==> config.mk <==
export PLATFORM = sky130hd
export DESIGN_NAME = dsac_top
export DESIGN_NICKNAME = d
export VERILOG_FILES = /design/src/verilog/dsac_pkg.sv /design/src/verilog/dsac_top.sv /design/src/verilog/dsac_range_sel.sv /design/src/verilog/dsac_delay.sv
export VERILOG_INCLUDE_DIRS = /design/src /design/src/verilog
export SDC_FILE = /design/constraint.sdc
export NUM_CORES = 1
export LEC_CHECK = 0
export BUFFER_PORTS_ARGS = -buffer_cell sky130_fd_sc_hd__clkbuf_2
export CAP_MARGIN = 0
export CORE_UTILIZATION = 55
export DETAILED_ROUTE_END_ITERATION = 16
export PLACE_DENSITY_LB_ADDON = 0.3
export SYNTH_ARGS = -nofsm -noshare
export SYNTH_HDL_FRONTEND = slang
export SYNTH_SLANG_ARGS = --single-unit
==> constraint.sdc <==
create_clock -name pclk -period 2.5 [get_ports pclk]
set_input_delay 0.375 -clock pclk [delete_from_list [all_inputs] [get_ports pclk]]
set_output_delay 0.375 -clock pclk [all_outputs]
set_load 0.01 [all_outputs]
==> src/verilog/dsac_defs.svh <==
// Functional notes
// [RL1] Upward integration lasts exactly 1000 conversion clock periods.
// [RL2] Upward phase: reference switch open, both polarity switches closed.
// [RL3] At end of upward phase sample comparator polarity, store and show it.
// [RL4] Reaching upward count issues transfer pulse and clears the counter.
// [RL5] Downward phase: reference closed, one polarity switch opened per stored sign.
// [RL6] Counter increments every clock during downward integration.
// [RL7] Zero crossing stops counting and copies count into display memory.
// [RL8] Display keeps last result, changes only on a different new result.
// [RL9] Range selector has three positions driving divider relay contacts.
// [RL10] Result above limit steps to next less sensitive range.
// [RL11] Result below 100 steps to next more sensitive range.
// [RL12] Least sensitive range with result 1400 or more raises overload.
// [RL13] Every range step delays next conversion by 100 ms.
// [RL14] Decimal point position follows the selected range.
// [RL15] Logic generates switching pulses for the divider relay.
// [RL16] DC mapping: upper undivided, centre 10:1, lower 100:1. Code closes lower for undivided and upper for 100:1 in DC.
// [RL17] AC modes use the divider steps in reverse order.
// [RL18] Manual range choice can override automatic selection.
// [RL19] Override has four settings: three fixed ranges and automatic.
// [RL20] Stepping stops inside the window or at either end range.
// [RL21] Without a range change next upward phase starts at once from zero.
`ifndef DSAC_DEFS_SVH
`define DSAC_DEFS_SVH

`define DSAC_CW          12
`define DSAC_UP_COUNT    12'h3E8
`define DSAC_UP_LAST     12'h3E7
`define DSAC_CNT_MAX     12'hFFF
`define DSAC_HI_LIMIT    12'h578
`define DSAC_LO_LIMIT    12'h064

`define DSAC_RNG_MOST    2'h0
`define DSAC_RNG_LEAST   2'h2
`define DSAC_OVR_AUTO    2'h0

`define DSAC_CLK_MHZ     125
`define DSAC_SETTLE_MS   100
`define DSAC_SETTLE_CYC  (`DSAC_SETTLE_MS * 1000 * `DSAC_CLK_MHZ)

`define DSAC_OFF_CTRL    8'h00
`define DSAC_OFF_STATUS  8'h04
`define DSAC_OFF_RESULT  8'h08
`define DSAC_OFF_COUNT   8'h0C

`define DSAC_CTRL_RUN    0
`define DSAC_CTRL_AC     1
`define DSAC_CTRL_OVR_LO 2
`define DSAC_CTRL_OVR_HI 3
`define DSAC_CTRL_RST    4'h1

`endif

==> src/verilog/dsac_pkg.sv <==
package dsac_pkg;

  typedef enum logic [2:0] {
    S_IDLE,
    S_UP,
    S_DOWN,
    S_XFER,
    S_DECIDE,
    S_SETTLE
  } dsac_state_t;

  typedef struct packed {
    logic reference_discharge_switch;
    logic polarity_switch_a;
    logic polarity_switch_b;
  } dsac_sw_t;

  typedef struct packed {
    logic upper;
    logic centre;
    logic lower;
  } dsac_relay_t;

  typedef struct packed {
    logic [1:0] override;
    logic       ac_mode;
    logic       run;
  } dsac_ctrl_t;

endpackage

==> src/verilog/dsac_top.sv <==
// Our own choices: the placing of the registers and the APB slave port.
`timescale 1ns/10ps
`include "dsac_defs.svh"
module dsac_top
  import dsac_pkg::*;
#(
  parameter int unsigned SETTLE_CYC = `DSAC_SETTLE_CYC,
  parameter int          CW         = `DSAC_CW
) (
  input  wire logic          pclk,        // 125 MHz conversion clock
  input  wire logic          presetn,     // Async reset, low
  input  wire logic          psel,        // APB select
  input  wire logic          penable,     // APB enable
  input  wire logic          pwrite,      // APB direction
  input  wire logic [7:0]    paddr,       // APB byte address
  input  wire logic [31:0]   pwdata,      // APB write data
  output logic      [31:0]   prdata,      // APB read data
  output logic               pready,      // APB ready
  output logic               pslverr,     // APB error
  input  wire logic          cmp_pos,     // Integrator output positive
  output dsac_sw_t           int_sw,      // Integrator switches, 1 closed
  output dsac_relay_t        relay,       // Divider relay contacts
  output logic               relay_pulse, // Relay switching pulse
  output logic               xfer_pulse,  // Up-to-down transfer pulse
  output logic               polarity,    // Stored polarity, 1 positive
  output logic               overload,    // Overload lamp
  output logic      [1:0]    dp_pos,      // Decimal point position
  output logic      [CW-1:0] display      // Display memory
);

  dsac_state_t state_q;
  dsac_ctrl_t  ctrl_q;
  dsac_sw_t    sw_q;
  dsac_relay_t relay_q;
  dsac_relay_t relay_d;
  logic [CW-1:0] cnt_q;
  logic [CW-1:0] disp_q;
  logic          pol_q;
  logic          xfer_q;
  logic          relay_pulse_q;
  logic [1:0]    dp_q;
  logic          pready_q;
  logic          pslverr_q;
  logic [31:0]   prdata_q;
  logic [31:0]   rdata_c;
  logic          hit_c;
  logic          crossed;
  logic          res_valid;
  logic [1:0]    range_w;
  logic          step_w;
  logic          ovl_w;
  logic          dly_start;
  logic          dly_busy;
  logic          dly_done;

  // Zero reached once comparator disagrees with stored sign
  assign crossed   = (cmp_pos != pol_q) || (cnt_q == `DSAC_CNT_MAX);
  assign res_valid = (state_q == S_XFER);
  assign dly_start = (state_q == S_DECIDE) && step_w;

  dsac_range_sel #(
    .CW (CW)
  ) u_range (
    .pclk       (pclk),
    .presetn    (presetn),
    .res_valid  (res_valid),
    .result     (cnt_q),
    .override   (ctrl_q.override),
    .range_q    (range_w),
    .step_q     (step_w),
    .overload_q (ovl_w)
  );

  dsac_delay #(
    .CYC (SETTLE_CYC)
  ) u_settle (
    .pclk    (pclk),
    .presetn (presetn),
    .start   (dly_start),
    .busy_q  (dly_busy),
    .done_q  (dly_done)
  );

  // Conversion sequencer
  always_ff @(posedge pclk or negedge presetn) begin
    if (!presetn) begin
      state_q <= S_IDLE;
    end else begin
      case (state_q)
        S_IDLE: begin
          if (ctrl_q.run) begin
            state_q <= S_UP;
          end
        end
        S_UP: begin
          if (cnt_q == `DSAC_UP_LAST) begin
            state_q <= S_DOWN; // RL1 RL4
          end
        end
        S_DOWN: begin
          if (crossed) begin
            state_q <= S_XFER; // RL7
          end
        end
        S_XFER: begin
          state_q <= S_DECIDE;
        end
        S_DECIDE: begin
          if (step_w) begin
            state_q <= S_SETTLE; // RL13
          end else if (ctrl_q.run) begin
            state_q <= S_UP; // RL21
          end else begin
            state_q <= S_IDLE;
          end
        end
        S_SETTLE: begin
          if (dly_done) begin
            state_q <= ctrl_q.run ? S_UP : S_IDLE; // RL13
          end
        end
        default: begin
          state_q <= S_IDLE;
        end
      endcase
    end
  end

  // Integration counter
  always_ff @(posedge pclk or negedge presetn) begin
    if (!presetn) begin
      cnt_q <= '0;
    end else begin
      case (state_q)
        S_UP: begin
          if (cnt_q == `DSAC_UP_LAST) begin
            cnt_q <= '0; // RL4
          end else begin
            cnt_q <= cnt_q + 1'b1; // RL1
          end
        end
        S_DOWN: begin
          if (!crossed) begin
            cnt_q <= cnt_q + 1'b1; // RL6
          end
        end
        S_DECIDE: begin
          cnt_q <= '0; // RL21
        end
        S_IDLE, S_XFER, S_SETTLE: begin
          cnt_q <= cnt_q;
        end
        default: begin
          cnt_q <= '0;
        end
      endcase
    end
  end

  // Transfer pulse and polarity latch
  always_ff @(posedge pclk or negedge presetn) begin
    if (!presetn) begin
      xfer_q <= 1'b0;
      pol_q  <= 1'b1;
    end else begin
      xfer_q <= (state_q == S_UP) && (cnt_q == `DSAC_UP_LAST); // RL4
      if (state_q == S_UP && cnt_q == `DSAC_UP_LAST) begin
        pol_q <= cmp_pos; // RL3
      end
    end
  end

  // Integrator switches follow the phase being entered
  always_ff @(posedge pclk or negedge presetn) begin
    if (!presetn) begin
      sw_q <= '0;
    end else begin
      if ((state_q == S_UP && cnt_q != `DSAC_UP_LAST) ||
          (state_q != S_UP && state_q != S_DOWN && state_q != S_XFER &&
           ((state_q == S_IDLE && ctrl_q.run) ||
            (state_q == S_DECIDE && !step_w && ctrl_q.run) ||
            (state_q == S_SETTLE && dly_done && ctrl_q.run)))) begin
        sw_q <= '{1'b0, 1'b1, 1'b1}; // RL2
      end else if (state_q == S_UP) begin
        sw_q <= '{1'b1, !cmp_pos, cmp_pos}; // RL5
      end else if (state_q == S_DOWN && !crossed) begin
        sw_q <= sw_q;
      end else begin
        sw_q <= '0;
      end
    end
  end

  // Display memory
  always_ff @(posedge pclk or negedge presetn) begin
    if (!presetn) begin
      disp_q <= '0;
    end else if (state_q == S_XFER && cnt_q != disp_q) begin
      disp_q <= cnt_q; // RL7 RL8
    end
  end

  // Relay contacts, switching pulse and decimal point
  always_comb begin
    relay_d = '0;
    case (range_w)
      2'h0: begin
        if (ctrl_q.ac_mode) begin
          relay_d.upper = 1'b1; // RL17
        end else begin
          relay_d.lower = 1'b1; // RL16
        end
      end
      2'h1: begin
        relay_d.centre = 1'b1; // RL16
      end
      default: begin
        if (ctrl_q.ac_mode) begin
          relay_d.lower = 1'b1; // RL17
        end else begin
          relay_d.upper = 1'b1; // RL16
        end
      end
    endcase
  end

  always_ff @(posedge pclk or negedge presetn) begin
    if (!presetn) begin
      relay_q       <= '0;
      relay_pulse_q <= 1'b0;
      dp_q          <= `DSAC_RNG_MOST;
    end else begin
      relay_q       <= relay_d; // RL9
      relay_pulse_q <= (relay_d != relay_q); // RL15
      dp_q          <= range_w; // RL14
    end
  end

  // APB slave, no wait states
  always_comb begin
    hit_c   = 1'b1;
    rdata_c = 32'h0000_0000;
    case (paddr)
      `DSAC_OFF_CTRL: begin
        rdata_c[3:0] = ctrl_q;
      end
      `DSAC_OFF_STATUS: begin
        rdata_c[10:0] = {dly_busy, ovl_w, range_w, pol_q, sw_q, state_q};
      end
      `DSAC_OFF_RESULT: begin
        rdata_c[CW-1:0] = disp_q;
      end
      `DSAC_OFF_COUNT: begin
        rdata_c[CW-1:0] = cnt_q;
      end
      default: begin
        hit_c = 1'b0;
      end
    endcase
  end

  always_ff @(posedge pclk or negedge presetn) begin
    if (!presetn) begin
      pready_q  <= 1'b0;
      pslverr_q <= 1'b0;
      prdata_q  <= 32'h0000_0000;
    end else begin
      pready_q  <= psel && !penable && !pready_q;
      pslverr_q <= psel && !penable && !pready_q && !hit_c;
      prdata_q  <= (psel && !penable && !pwrite) ? rdata_c : 32'h0000_0000;
    end
  end

  always_ff @(posedge pclk or negedge presetn) begin
    if (!presetn) begin
      ctrl_q <= `DSAC_CTRL_RST;
    end else if (psel && penable && pready_q && pwrite &&
                 paddr == `DSAC_OFF_CTRL) begin
      ctrl_q <= pwdata[3:0];
    end
  end

  assign prdata      = prdata_q;
  assign pready      = pready_q;
  assign pslverr     = pslverr_q;
  assign int_sw      = sw_q;
  assign relay       = relay_q;
  assign relay_pulse = relay_pulse_q;
  assign xfer_pulse  = xfer_q;
  assign polarity    = pol_q;
  assign overload    = ovl_w;
  assign dp_pos      = dp_q;
  assign display     = disp_q;

  // Cycles spent so far in the running upward phase
  logic [CW-1:0] up_run_q;

  always_ff @(posedge pclk or negedge presetn) begin
    if (!presetn) begin
      up_run_q <= '0;
    end else if (state_q == S_UP) begin
      up_run_q <= up_run_q + 1'b1; // RL1
    end else begin
      up_run_q <= '0;
    end
  end
endmodule

==> src/verilog/dsac_range_sel.sv <==
`timescale 1ns/10ps
`include "dsac_defs.svh"
module dsac_range_sel #(
  parameter int CW = `DSAC_CW
) (
  input  wire logic          pclk,      // Clock
  input  wire logic          presetn,   // Async reset, low
  input  wire logic          res_valid, // New result present
  input  wire logic [CW-1:0] result,    // Completed count
  input  wire logic [1:0]    override,  // 0 auto, 1..3 fixed
  output logic      [1:0]    range_q,   // 0 most sensitive
  output logic               step_q,    // Range changed last result
  output logic               overload_q // Overload lamp
);

  logic [1:0] range_d;

  always_comb begin
    range_d = range_q;
    if (override != `DSAC_OVR_AUTO) begin
      range_d = override - 2'h1; // RL18 RL19
    end else if (result >= `DSAC_HI_LIMIT && range_q != `DSAC_RNG_LEAST) begin
      range_d = range_q + 2'h1; // RL10 RL20
    end else if (result < `DSAC_LO_LIMIT && range_q != `DSAC_RNG_MOST) begin
      range_d = range_q - 2'h1; // RL11 RL20
    end
  end

  always_ff @(posedge pclk or negedge presetn) begin
    if (!presetn) begin
      range_q    <= `DSAC_RNG_MOST;
      step_q     <= 1'b0;
      overload_q <= 1'b0;
    end else if (res_valid) begin
      range_q    <= range_d; // RL9
      step_q     <= (range_d != range_q);
      overload_q <= (range_q == `DSAC_RNG_LEAST) &&
                    (result >= `DSAC_HI_LIMIT); // RL12
    end
  end
endmodule

==> src/verilog/dsac_delay.sv <==
`timescale 1ns/10ps
module dsac_delay #(
  parameter int unsigned CYC = 32'd1000
) (
  input  wire logic pclk,    // Clock
  input  wire logic presetn, // Async reset, low
  input  wire logic start,   // Begin settling delay
  output logic      busy_q,  // Delay running
  output logic      done_q   // One-cycle end pulse
);

  localparam int CNW = $clog2(CYC + 1);
  logic [CNW-1:0] cnt_q;

  always_ff @(posedge pclk or negedge presetn) begin
    if (!presetn) begin
      cnt_q  <= '0;
      busy_q <= 1'b0;
      done_q <= 1'b0;
    end else begin
      done_q <= 1'b0;
      if (start) begin
        cnt_q  <= CNW'(CYC); // RL13
        busy_q <= 1'b1;
      end else if (busy_q) begin
        if (cnt_q == CNW'(1)) begin
          busy_q <= 1'b0;
          done_q <= 1'b1;
        end
        cnt_q <= cnt_q - CNW'(1);
      end
    end
  end
endmodule

# --- Yosys cells after proc, flatten, opt, wreduce, memory -nomap -nowiden ---
# Cells that the tools add are included.
# Widths: inputs -> output; s select.
totals:
  out_inout_bits: 58
  input_bits: 46
  elab_cells: 140
  ff_bits: 86
classes:
  order_cmp: 2
  addsub: 5
  bitwise_logic: 1
  n_reduce_logical: 45
  eq_ne: 28
  n_mux: 34
op_table:
  columns: ["cell", "n"]
  rows:
  - ["$mux 24", 2]
  - ["$mux 12", 3]
  - ["$pmux 12 s3", 1]
  - ["$eq 24x1->1 const B", 1]
  - ["$logic_and 1x1->1", 24]
  - ["$mux 3", 8]
  - ["$sub 24x1->24 const B", 1]
  - ["$pmux 7 s3", 1]
  - ["$pmux 3 s6", 1]
  - ["$eq 8x4->1 const B", 2]
  - ["$pmux 4 s4", 1]
  - ["$add 12x1->12 const B", 1]
  - ["$eq 12x10->1 const B", 1]
  - ["$eq 12x12->1 const B", 1]
  - ["$ge 12x11->1 const B", 1]
  - ["$lt 12x7->1 const B", 1]
  - ["$ne 12x10->1 const B", 1]
  - ["$ne 12x12->1", 1]
  - ["$mux 1", 11]
  - ["$ne 2x2->1 const B", 5]
  - ["$ne 3x2->1 const B", 3]
  - ["$eq 8x3->1 const B", 1]
  - ["$logic_not 8->1", 1]
  - ["$logic_not 1->1", 7]
  - ["23 further kinds", 35]

# --- Longest topological paths before layout ---
# Gate-level depths: netlist of the first run.
depth:
  word_depth: 8
  depth_mapped: 8
  mapped_depth_nobuf: 7

# --- Modules after synthesis ---
# From an unflattened synthesis of the first run, not the netlist that was laid out.
hier_totals:
  hier_cells: 489
  hier_area_um2: 4899.7
modules_own_cells:
  columns: ["module", "instances", "area_per_inst_um2", "cells_per_inst"]
  rows:
  - ["dsac_top", 1, 3076.7, 290]
  - ["dsac_delay", 1, 1377.6, 142]
  - ["dsac_range_sel", 1, 445.4, 57]

# --- Worst setup path after synthesis of the first run ---
# No wires, ideal clock.
synth_path:
  path_type: "flip-flop to flip-flop"
  start: "register u_range.range_q[1]"
  end: "register u_range.range_q[1]"
  stages_incl_launch_ff: 8
  setup_time_ns: 0.132
  required_ns: 2.368
  path_slack_ns: 0.379
  t_arrival_ns: 1.989
  path_cell_list: "dfrtp_1 -> inv_1 -> ha_1 -> or4_1 -> a2111oi_2 -> a2bb2oi_1 -> a221oi_1 -> o21ai_0"
synth_via:
  elab_chain_len: 5
  word_cells_on_any_way: 9
  cone_classes: "add/sub: 2; eq/ne: 1; mux: 3; reduce/logical: 3"
synth_lines:
  columns: ["element", "line_no", "text"]
  rows:
  - ["start, declared", "dsac_range_sel.sv:11", "output logic [1:0] range_q,"]
  - ["start signal, assigned", "dsac_range_sel.sv:31", "range_q <= `DSAC_RNG_MOST;"]
  - ["start signal, assigned", "dsac_range_sel.sv:35", "range_q <= range_d;"]
  - ["parallel branches: the longest is 3 deep, another holds $sub 2x1->2", null, null]
  - ["$mux 2 (*)", "dsac_range_sel.sv:22", "end else if (result >= `DSAC_HI_LIMIT && range_q != `DSAC_RNG_LEAST) begin"]
  - ["$mux 2 (*)", "dsac_range_sel.sv:20", "if (override != `DSAC_OVR_AUTO) begin"]
# Every way passes the cells marked *.
# A chain may end at the register's enable or synchronous reset.

# --- Final worst setup path of the first run ---
layout_path:
  start: "register cnt_q[1]"
  end: "register cnt_q[10]"
layout_via:
  elab_chain_len: 4
  word_cells_on_any_way: 9
  cone_classes: "add/sub: 1; eq/ne: 3; mux: 3; reduce/logical: 2"
layout_lines:
  columns: ["element", "line_no", "text"]
  rows:
  - ["start, declared", "dsac_top.sv:36", "logic [CW-1:0] cnt_q;"]
  - ["start signal, assigned", "dsac_top.sv:139", "cnt_q <= cnt_q + 1'b1;"]
  - ["start signal, assigned", "dsac_top.sv:144", "cnt_q <= cnt_q + 1'b1;"]
  - ["start signal, assigned", "dsac_top.sv:151", "cnt_q <= cnt_q;"]
  - ["parallel branches: the longest is 4 deep, another holds $add 12x1->12", null, null]
# Several ways; the timed one is not identified. The select of a mux whose other input is x is not followed.

==> results of run 1 <==
cell usage after synthesis, drive strengths merged, types with 2 or more instances:
cell type	number	area [sq um]
xor2	10	87.6
inv	13	48.8
nand3b	6	45.0
and3b	2	17.5
mux2	19	214
ha	7	87.6
a21o	2	15.0
o21ai	20	100
a21oi	18	90.1
o211ai	3	22.5
and3	3	18.8
o41ai	2	32.5
nor3	12	60.1
nor4	7	95.1
nand4b	2	17.5
a2bb2oi	3	26.3
a31oi	4	25.0
nor2	43	161
or3b	2	17.5
nand3	11	55.1
dfrtp	84	2100
a221oi	2	17.5
a311oi	2	17.5
or2	3	18.8
and2	4	25.0
or3	15	96.3
mux2i	4	40.0
a211oi	2	15.0
nand4	6	37.5
nor3b	2	15.0
clkbuf	21	91.3
dfstp	2	52.6
nor2b	3	18.8
a22oi	9	67.6
xnor2	24	210
a32oi	2	17.5
or4	10	78.8
buf	32	216
nand2	55	206
o31ai	6	45.0
state kept, by name, summed over array words and instances (netlist names), 2 cells and up:
signal,cells
prdata,12
int_sw,3
display,12
state_q,3
u_range.range_q,2
cnt_q,12
ctrl_q,4
dp_pos,2
relay,3
u_settle.cnt_q,24
per-layer routing:
layer	vias up	wire length (um)
li1	1781	-
met1	1823	4530
met2	136	5080
met3	22	791
met4	0	293
met5	-	0
power by group through the flow:
stage	combinational (W)	sequential, W	clock (W)
2_1_floorplan	0.0000643	0.00142	0
3_3_place_gp	0.0000943	0.00142	0
3_5_place_dp	0.0000966	0.00142	0
4_1_cts	0.0000967	0.00139	0.00104
5_1_grt	0.000109	0.00140	0.00111
6_report	0.0000954	0.00139	0.00102
logic make-up (layout without fill, tap and decap cells):
kind of cell,count (synthesis),after routing,synth area share
AOI/OAI and AO/OA,83,83,0.119
xor gates and xnor gates,34,34,0.0629
adders and majority gates,7,7,0.0185
buffers and inverters,67,105,0.0761
and+or+nand+nor,189,189,0.213
muxes,23,23,0.0537
other,1,20,0.000792
DFF,86,86,0.455
how the worst max path moves through the flow:
stage	from	to	slack [ns]	cells past startpoint
floorplan	u_range.range_q[1]	u_range.range_q[1]	0.38	7
finish	cnt_q[1]	cnt_q[10]	0.18	6
CTS	cnt_q[1]	cnt_q[10]	0.21	6
global placement	cnt_q[1]	cnt_q[3]	0.31	6
detailed placement	cnt_q[1]	cnt_q[10]	0.21	6
global route	cnt_q[1]	cnt_q[4]	0.01	6
final cells by class:
class,instances,area [sq um],share of cell area
multi-input combinational,356,2290,0.436
sequential,86,2150,0.409
timing repair buffer,75,428,0.0812
tap,105,131,0.0249
clock buffer,9,124,0.0235
clock inverter,7,82.6,0.0157
inverter,14,52.6,0.00998
metrics by stage:
stage               total power, W   util
floorplan                  0.00149      -
global placement           0.00152  0.613
detailed placement         0.00152  0.613
CTS                        0.00253  0.638
global route               0.00261  0.638
finish                     0.00251  0.638
==> flow_summary.toml, run 1 <==
[outcome]
run_status = "complete, but fails checks"
violations = "hold timing"

[grt]
grt_pass1_wl_um = 17300
overflow = 0
first_global_vias = 3502
antenna_found_initial = 0
grt_busiest_layer = "met2"
use_met3 = 0.0346
grt_usage = 0.255
use_met2 = 0.401
use_met1 = 0.346
grt_max_degree = 44

[setup_path]
ff2ff_setup_slack_ns = 0.18
rr_worst_depth = 6
arrival_ns = 2.61
cp_slowest_stage_delay_ns = 0.55
r2r_start = "cnt_q[1]"
crit_chain = "ha_1, nand4_1, o41ai_2, o211a_1, o21ai_0, a21oi_1"
crit_path_end_kind = "register"
crit_family = "compound AO/OA/AOI/OAI gates"
crit_type = "reg2reg"
cp.required_ns = 2.79
crit_buf_inv = 0
critPathLaunchType = "register"
critPathSlowestCell = "o211a_1"
crit_path_max_fanout = 20
reg2reg_to = "cnt_q[10]"

[run]
cap_viol_max_count = 0

[finish]
final_cells = 652
layout_commonest_cell = "dfrtp_1"
stdcell_area_sq_mm = 0.00527
diodes = 0
area_growth_pct = 11.3
layout_common_cells = "84 x dfrtp_1, 55 x nand2_1, 54 x clkbuf_2"
layout.nets = 595
nFillCells = 673
layout-drive-gt1-share = 0.230

[die]
start_util = 0.573
die_w_um = 94.8
io_pins = 104
core-area_sq_mm = 0.00826
rows = 33
die_area_sq_mm = 0.00898
fp.dieH_um = 94.8

[sta]
layout_min_cycle_time_ns = 2.32
layout_setup_ws_ns = 0.182
setup_violations = 0
skew_ns = 0.0109
slew-limit-headroom = 0.543
finalHoldViolations = 8
fin_tns_setup_ns = 0
tightest_slew_ns = 0.684
fmax_mhz = 431
whs_ns = -0.0188
slew_viol_final = 0
finalCritPeriodShare = 0.927
rsz0062_at_grt = "no"

[clock_tree]
post-cts-setup-buffers = 0
clock_sinks = 86
clk_pin_slew_worst_paths_ns = 0.09
cts.htree.levels = 3
cts_resized = 0
cts_tree = "yes"
root_buffer = "clkbuf_8"
cts_max_path_buffers = 2
cts-buffers-inserted = 9
clkLatencyLatePin_ns = 0.37
postCtsHoldBufs = 0

[detailed_routing]
vias_per_cell = 5.77
drc_errors = 0
wl_um = 10700
ant_nets = 0
drtIter0Drc = 252
routedWlPerCell_um = 16.4
vias = 3762
firstDrtPassIters = 6

[power_and_ir_drop]
power_frac_clock = 0.408
ir_worst_vdd_mv = 0.315
p_leak_nw = 2.51
pwr-share-comb = 0.038
power_switching_w = 0.000619
power_density_mw_per_mm2 = 477
p_sw_frac = 0.246
p_int_w = 0.00190
pwr-share-seq = 0.554

[yosys]
ys_seq_area_frac = 0.455
synth-edff-count = 0
synth.distinct_cells = 64
syn_area_sq_mm = 0.00473
synth_top_flop_cell = "dfrtp_1"
synthArstFlopShare = 1.00
syn-instance-count = 490
synth-seq-cells = 86
yosys_warnings = 0
syn_avg_cell_area_sq_um = 9.66

[place]
placed_area_sq_mm = 0.00506
place_ws_ns = 0.208
place_inst = 636
gp_congestion = 0.877
io_buffers = 55
hpwl_um = 7750

[hold_path]
hp-class = "in2async"
Power figures use the tool's default switching activity.
==> run 2: changes to the inputs <==
--- a/config.mk
+++ b/config.mk
@@ -13,4 +13,5 @@
 export PLACE_DENSITY_LB_ADDON = 0.3
 export SYNTH_ARGS = -nofsm -noshare
 export SYNTH_HDL_FRONTEND = slang
+export SYNTH_HIERARCHICAL = 1
 export SYNTH_SLANG_ARGS = --single-unit
==> run 2 against run 1 <==
The flow now finishes without violations. Count of clock-buffer cells in the layout increased by 2. Highest routed layer unchanged. Register-to-register slack improved by 0.07 ns. Critical endpoint is now u_settle/cnt_q[22]. Clock skew increased by 0.00093 ns. Synthesized area increased by 3.5%.
==> flow_summary.toml, run 2 <==
[sta]
slew-limit-headroom = 0.550
slew_viol_final = 0
skew_ns = 0.0119
layout_min_cycle_time_ns = 2.24
finalHoldViolations = 0
fmax_mhz = 446
tightest_slew_ns = 0.669
finalCritPeriodShare = 0.898
fin_tns_setup_ns = 0
setup_violations = 0
rsz0062_at_grt = "no"

[place]
gp_congestion = 0.830
place_inst = 633
io_buffers = 55
hpwl_um = 7430

[yosys]
synth_commonest_cells = "84 x dfrtp_1, 45 x nor2_1, 22 x buf_4"
synth_top_family_by_area = "simple AND/OR/NAND/NOR gates"
synthArstFlopShare = 1.00
ys_seq_area_frac = 0.440
syn_area_sq_mm = 0.00490
synth-adder-area-share = 0.0128
synth.area.mux_share = 0.0758
syn_avg_cell_area_sq_um = 10.0
synth-simple-area-share = 0.221
synth_top_area_share = 0.429
synthTopCellsByArea = "dfrtp_1 43%, mux2_2 3.9%, xnor2_1 3.6%"
yosys_warnings = 6
synth.distinct_cells = 79
yosysTopAreaCell = "dfrtp_1"
synth_most_common_cell = "dfrtp_1"
synth_top_flop_cell = "dfrtp_1"
synth-compound-area-share = 0.135
syn-instance-count = 489
synth-seq-cells = 86
synth-xor-area-share = 0.0447
synth-edff-count = 0

[power_and_ir_drop]
p_leak_nw = 2.49
ir_worst_vdd_mv = 0.231
p_total_w = 0.00243
power_density_mw_per_mm2 = 451

[grt]
grt_max_degree = 64
first_global_vias = 3544
grt_usage = 0.241
antenna_found_initial = 0
overflow = 0
grt_pass1_wl_um = 16900

[detailed_routing]
drc_errors = 0
drtIter0Drc = 196
ant_nets = 0
routedWlPerCell_um = 16.2
vias = 3849
wl_um = 10500
firstDrtPassIters = 4
vias_per_cell = 5.92

[finish]
layout_common_cells = "84 x dfrtp_1, 54 x clkbuf_2, 45 x nor2_1"
top_register = "u_settle/cnt_q"
final-seq-area_sq_mm = 0.00215
nFillCells = 708
diodes = 0
layout-drive-gt1-share = 0.231
largest_reg_flops = 24
multiInputGateArea_sq_mm = 0.00248
area_growth_pct = 10.2
layout_commonest_cell = "dfrtp_1"
final_cells = 650
layout.nets = 588

[setup_path]
cp.required_ns = 2.80
arrival_ns = 2.54
critPathLaunchType = "register"
endpoint = "u_settle/cnt_q[22]"
rr_worst_depth = 4
crit_path_end_kind = "register"
ff2ff_setup_slack_ns = 0.26
r2r_start = "u_settle/cnt_q[18]"
crit_path_max_fanout = 7
cp-startpoint = "u_settle/cnt_q[18]"
crit_type = "reg2reg"
reg2reg_to = "u_settle/cnt_q[22]"

[hold_path]
hp-class = "in2reg"

[outcome]
run_status = "finished, final reports clean"

[die]
die_w_um = 96.4
io_pins = 104
core-area_sq_mm = 0.00868
die_area_sq_mm = 0.00929
start_util = 0.565
fp.dieH_um = 96.4
rows = 34

[clock_tree]
clkLatencyLatePin_ns = 0.36
cts_tree = "yes"
cts_resized = 0
cts-buffers-inserted = 9
clk_pin_slew_worst_paths_ns = 0.09
cts.htree.levels = 3
root_buffer = "clkbuf_8"
cts_max_path_buffers = 2
clock_sinks = 86

[run]
cap_viol_max_count = 0
## run 2: cells by family (layout without fill, tap and decap cells)
family          Yosys count  count (layout)
xor+xnor                 25              25
other cells               1              20
flops                    86              86
buf+inv                  64              98
simple gates            183             183
fa+ha+maj                 5               5
mux                      34              34
compound gates           91              91
## run 2: worst min-delay path by stage
stage | start | slack, ns | end | cells after the start
floorplan | presetn | 0.08 | cnt_q[0] | 0
global placement | presetn | 0.29 | display[3] | 1
detailed placement | presetn | 0.30 | display[9] | 1
CTS | pwdata[1] | 0.21 | ctrl_q[1] | 2
global route | pwdata[1] | 0.21 | ctrl_q[1] | 2
finish | pwdata[1] | 0.22 | ctrl_q[1] | 2
## run 2: layout make-up
| type | count | area share |
|---|---|---|
| inverters | 16 | 0.0111 |
| well taps | 108 | 0.0250 |
| multi-input cells | 358 | 0.459 |
| flip-flops and latches | 86 | 0.399 |
| clock inverters | 5 | 0.00765 |
| repair buffers | 66 | 0.0695 |
| clock buffers | 11 | 0.0280 |
## run 2: power breakdown
group / internal (W) / switching (W)
clock network: 0.000422 / 0.000524
registers: 0.00139 / 0.00000183
logic: 0.0000281 / 0.0000660
## run 2: timing repair
item,CTS,global route
setup buffers,0,0
hold buffers,1,0
hold endpoints to repair,22,0
## run 2: through the flow
step | area, sq um | hold slack (ns) | util | setup WS [ns]
global placement | 5190 | 0.291 | 0.599 | 0.354
detailed placement | 5190 | 0.301 | 0.599 | 0.275
finish | 5400 | 0.222 | 0.622 | 0.256
CTS | 5400 | 0.206 | 0.622 | 0.264
global route | 5400 | 0.215 | 0.622 | 0.132
floorplan | 4970 | 0.0794 | - | 0.381
## run 2: per-layer routing
metal | wire, um | global-route usage | vias to the layer above
li1 | - | - | 1844
met1 | 4670 | 0.305 | 1878
met2 | 5160 | 0.415 | 114
met3 | 509 | 0.0454 | 13
met4 | 186 | 0.0846 | 0
met5 | 0 | 0 | -
## run 2: critical path: stages, from the launching register on
cell and delay (ns):
dfrtp_1 0.41, or4_1 0.64, or4_4 0.45, or4_1 0.53, a21oi_1 0.15
==> run 3: changes to the inputs <==
--- a/config.mk
+++ b/config.mk
@@ -8,7 +8,7 @@
 export LEC_CHECK = 0
 export BUFFER_PORTS_ARGS = -buffer_cell sky130_fd_sc_hd__clkbuf_2
 export CAP_MARGIN = 0
-export CORE_UTILIZATION = 55
+export CORE_UTILIZATION = 52
 export DETAILED_ROUTE_END_ITERATION = 16
 export PLACE_DENSITY_LB_ADDON = 0.3
 export SYNTH_ARGS = -nofsm -noshare
==> run 3 against run 2 <==
Sequential power is essentially flat. Largest cell class unchanged. Core utilization shrank 3.6 points. Via count shrank 0.31%. The flow now finishes with violations (hold timing). Count of clock-buffer cells in the layout shrank 1.
==> flow_summary.toml, run 3 (same netlist as run 2, synthesis figures left out) <==
[setup_path]
critPathLaunchType = "register"
crit_path_end_kind = "register"
cp_slowest_stage_delay_ns = 0.65
crit_family = "simple AND/OR/NAND/NOR gates"
arrival_ns = 2.52
cp.required_ns = 2.78
critPathSlowestCell = "or4_1"
crit_buf_inv = 0
cpMostUsedCell = "or4_1"
crit_type = "reg2reg"
crit_chain = "or4_1, or4_4, or4_1, a21oi_1"
crit_path_max_fanout = 7

[detailed_routing]
firstDrtPassIters = 4
drc_errors = 0
vias_per_cell = 5.88
route.met3.wl_um = 615
routedWlPerCell_um = 16.5
top_layer = "met4"
drtIter0Drc = 213
vias = 3837
ant_nets = 0
wl_met2_um = 4960
wl_um = 10800
wl_met1_um = 4900

[power_and_ir_drop]
p_leak_nw = 2.49
power_density_mw_per_mm2 = 462
ir_worst_vdd_mv = 0.219
p_total_w = 0.00249

[sta]
whs_ns = -0.0112
setup_violations = 0
fmax_mhz = 447
finalHoldViolations = 8
slew_viol_final = 0
layout_setup_ws_ns = 0.262
tightest_slew_ns = 0.722
skew_ns = 0.0111
rsz0062_at_grt = "no"
fin_tns_setup_ns = 0
layout_min_cycle_time_ns = 2.24
slew-limit-headroom = 0.514
finalCritPeriodShare = 0.895

[clock_tree]
cts-buffers-inserted = 9
post-cts-setup-buffers = 0
root_buffer = "clkbuf_8"
cts_tree = "yes"
clk_pin_slew_worst_paths_ns = 0.09
postCtsHoldBufs = 0
cts_resized = 0
clock_sinks = 86
clkLatencyLatePin_ns = 0.36
cts.htree.levels = 3
cts_max_path_buffers = 2

[grt]
antenna_found_initial = 0
overflow = 0
first_global_vias = 3798
grt_max_degree = 45
grt_pass1_wl_um = 18200
grt_usage = 0.235

[finish]
layout-drive-gt1-share = 0.231
largest_reg_flops = 24
layout_commonest_cell = "dfrtp_1"
diodes = 0
top_register = "u_settle/cnt_q"
layout_common_cells = "84 x dfrtp_1, 54 x clkbuf_2, 45 x nor2_1"
area_growth_pct = 10.0
layout.nets = 588

[outcome]
violations = "hold timing"
run_status = "complete, but fails checks"

[die]
io_pins = 104
core-area_sq_mm = 0.00920
fp.dieH_um = 99.1
rows = 35
start_util = 0.533
die_area_sq_mm = 0.00981
die_w_um = 99.1

[hold_path]
hp-class = "in2async"

[run]
cap_viol_max_count = 0

[place]
io_buffers = 55
place_ws_ns = 0.281
gp_congestion = 0.856
hpwl_um = 7520
## run 3: cell types whose count changed in the layout (fill, tap and decap cells not counted), sizes merged
cell and delta:
dlygate4sd3 -1, bufinv +1, buf +1, clkbuf -1, clkinv -1
## run 3: layout make-up
cell class	instances	area (sq um)
Sequential cell	86	2150
Inverter	16	60.1
Multi-Input combinational cell	358	2480
Clock inverter	5	58.8
Clock buffer	10	138
Timing Repair Buffer	66	360
Tap cell	111	139
Fill cell	768	3810
## run 3: final timing paths
check	endpoint	cells past startpoint	startpoint	slack, ns
hold reg to reg	pready	1	pready	0.49
setup reg to reg	u_settle/cnt_q[22]	4	u_settle/cnt_q[18]	0.26
hold / removal	display[1]	1	presetn	-0.01
max in group asynchronous	polarity	2	presetn	1.76
min in group pclk	ctrl_q[1]	2	pwdata[1]	0.22
setup / recovery	u_settle/cnt_q[22]	4	u_settle/cnt_q[18]	0.26
## run 3: metal layers
layer / GRT usage / up-vias
met3: 0.0475 / 28
met1: 0.307 / 1828
met5: 0 / -
met4: 0.113 / 0
li1: - / 1840
met2: 0.375 / 141
## run 3: metrics by stage
step	hold slack, ns	util	std cells	area, sq um
floorplan	0.0794	-	508	4970
global placement	0.404	0.565	637	5190
detailed placement	0.404	0.565	637	5190
CTS	0.00185	0.586	652	5390
global route	0.0210	0.586	652	5390
finish	-0.0112	0.586	652	5390
## run 3: worst register-to-register path: cells and delay by family (launching register included)
| kind | cells | cell delay, ns |
|---|---|---|
| and+or+nand+nor | 3 | 1.61 |
| DFF | 1 | 0.40 |
| AOI/OAI and AO/OA | 1 | 0.16 |
## run 3: where the power goes
group / internal [W] / switching, W / total (W)
Combinational: 0.0000261 / 0.0000667 / 0.0000927
Sequential: 0.00139 / 0.00000192 / 0.00139
Clock: 0.000486 / 0.000516 / 0.00100
Total: 0.00190 / 0.000585 / 0.00249
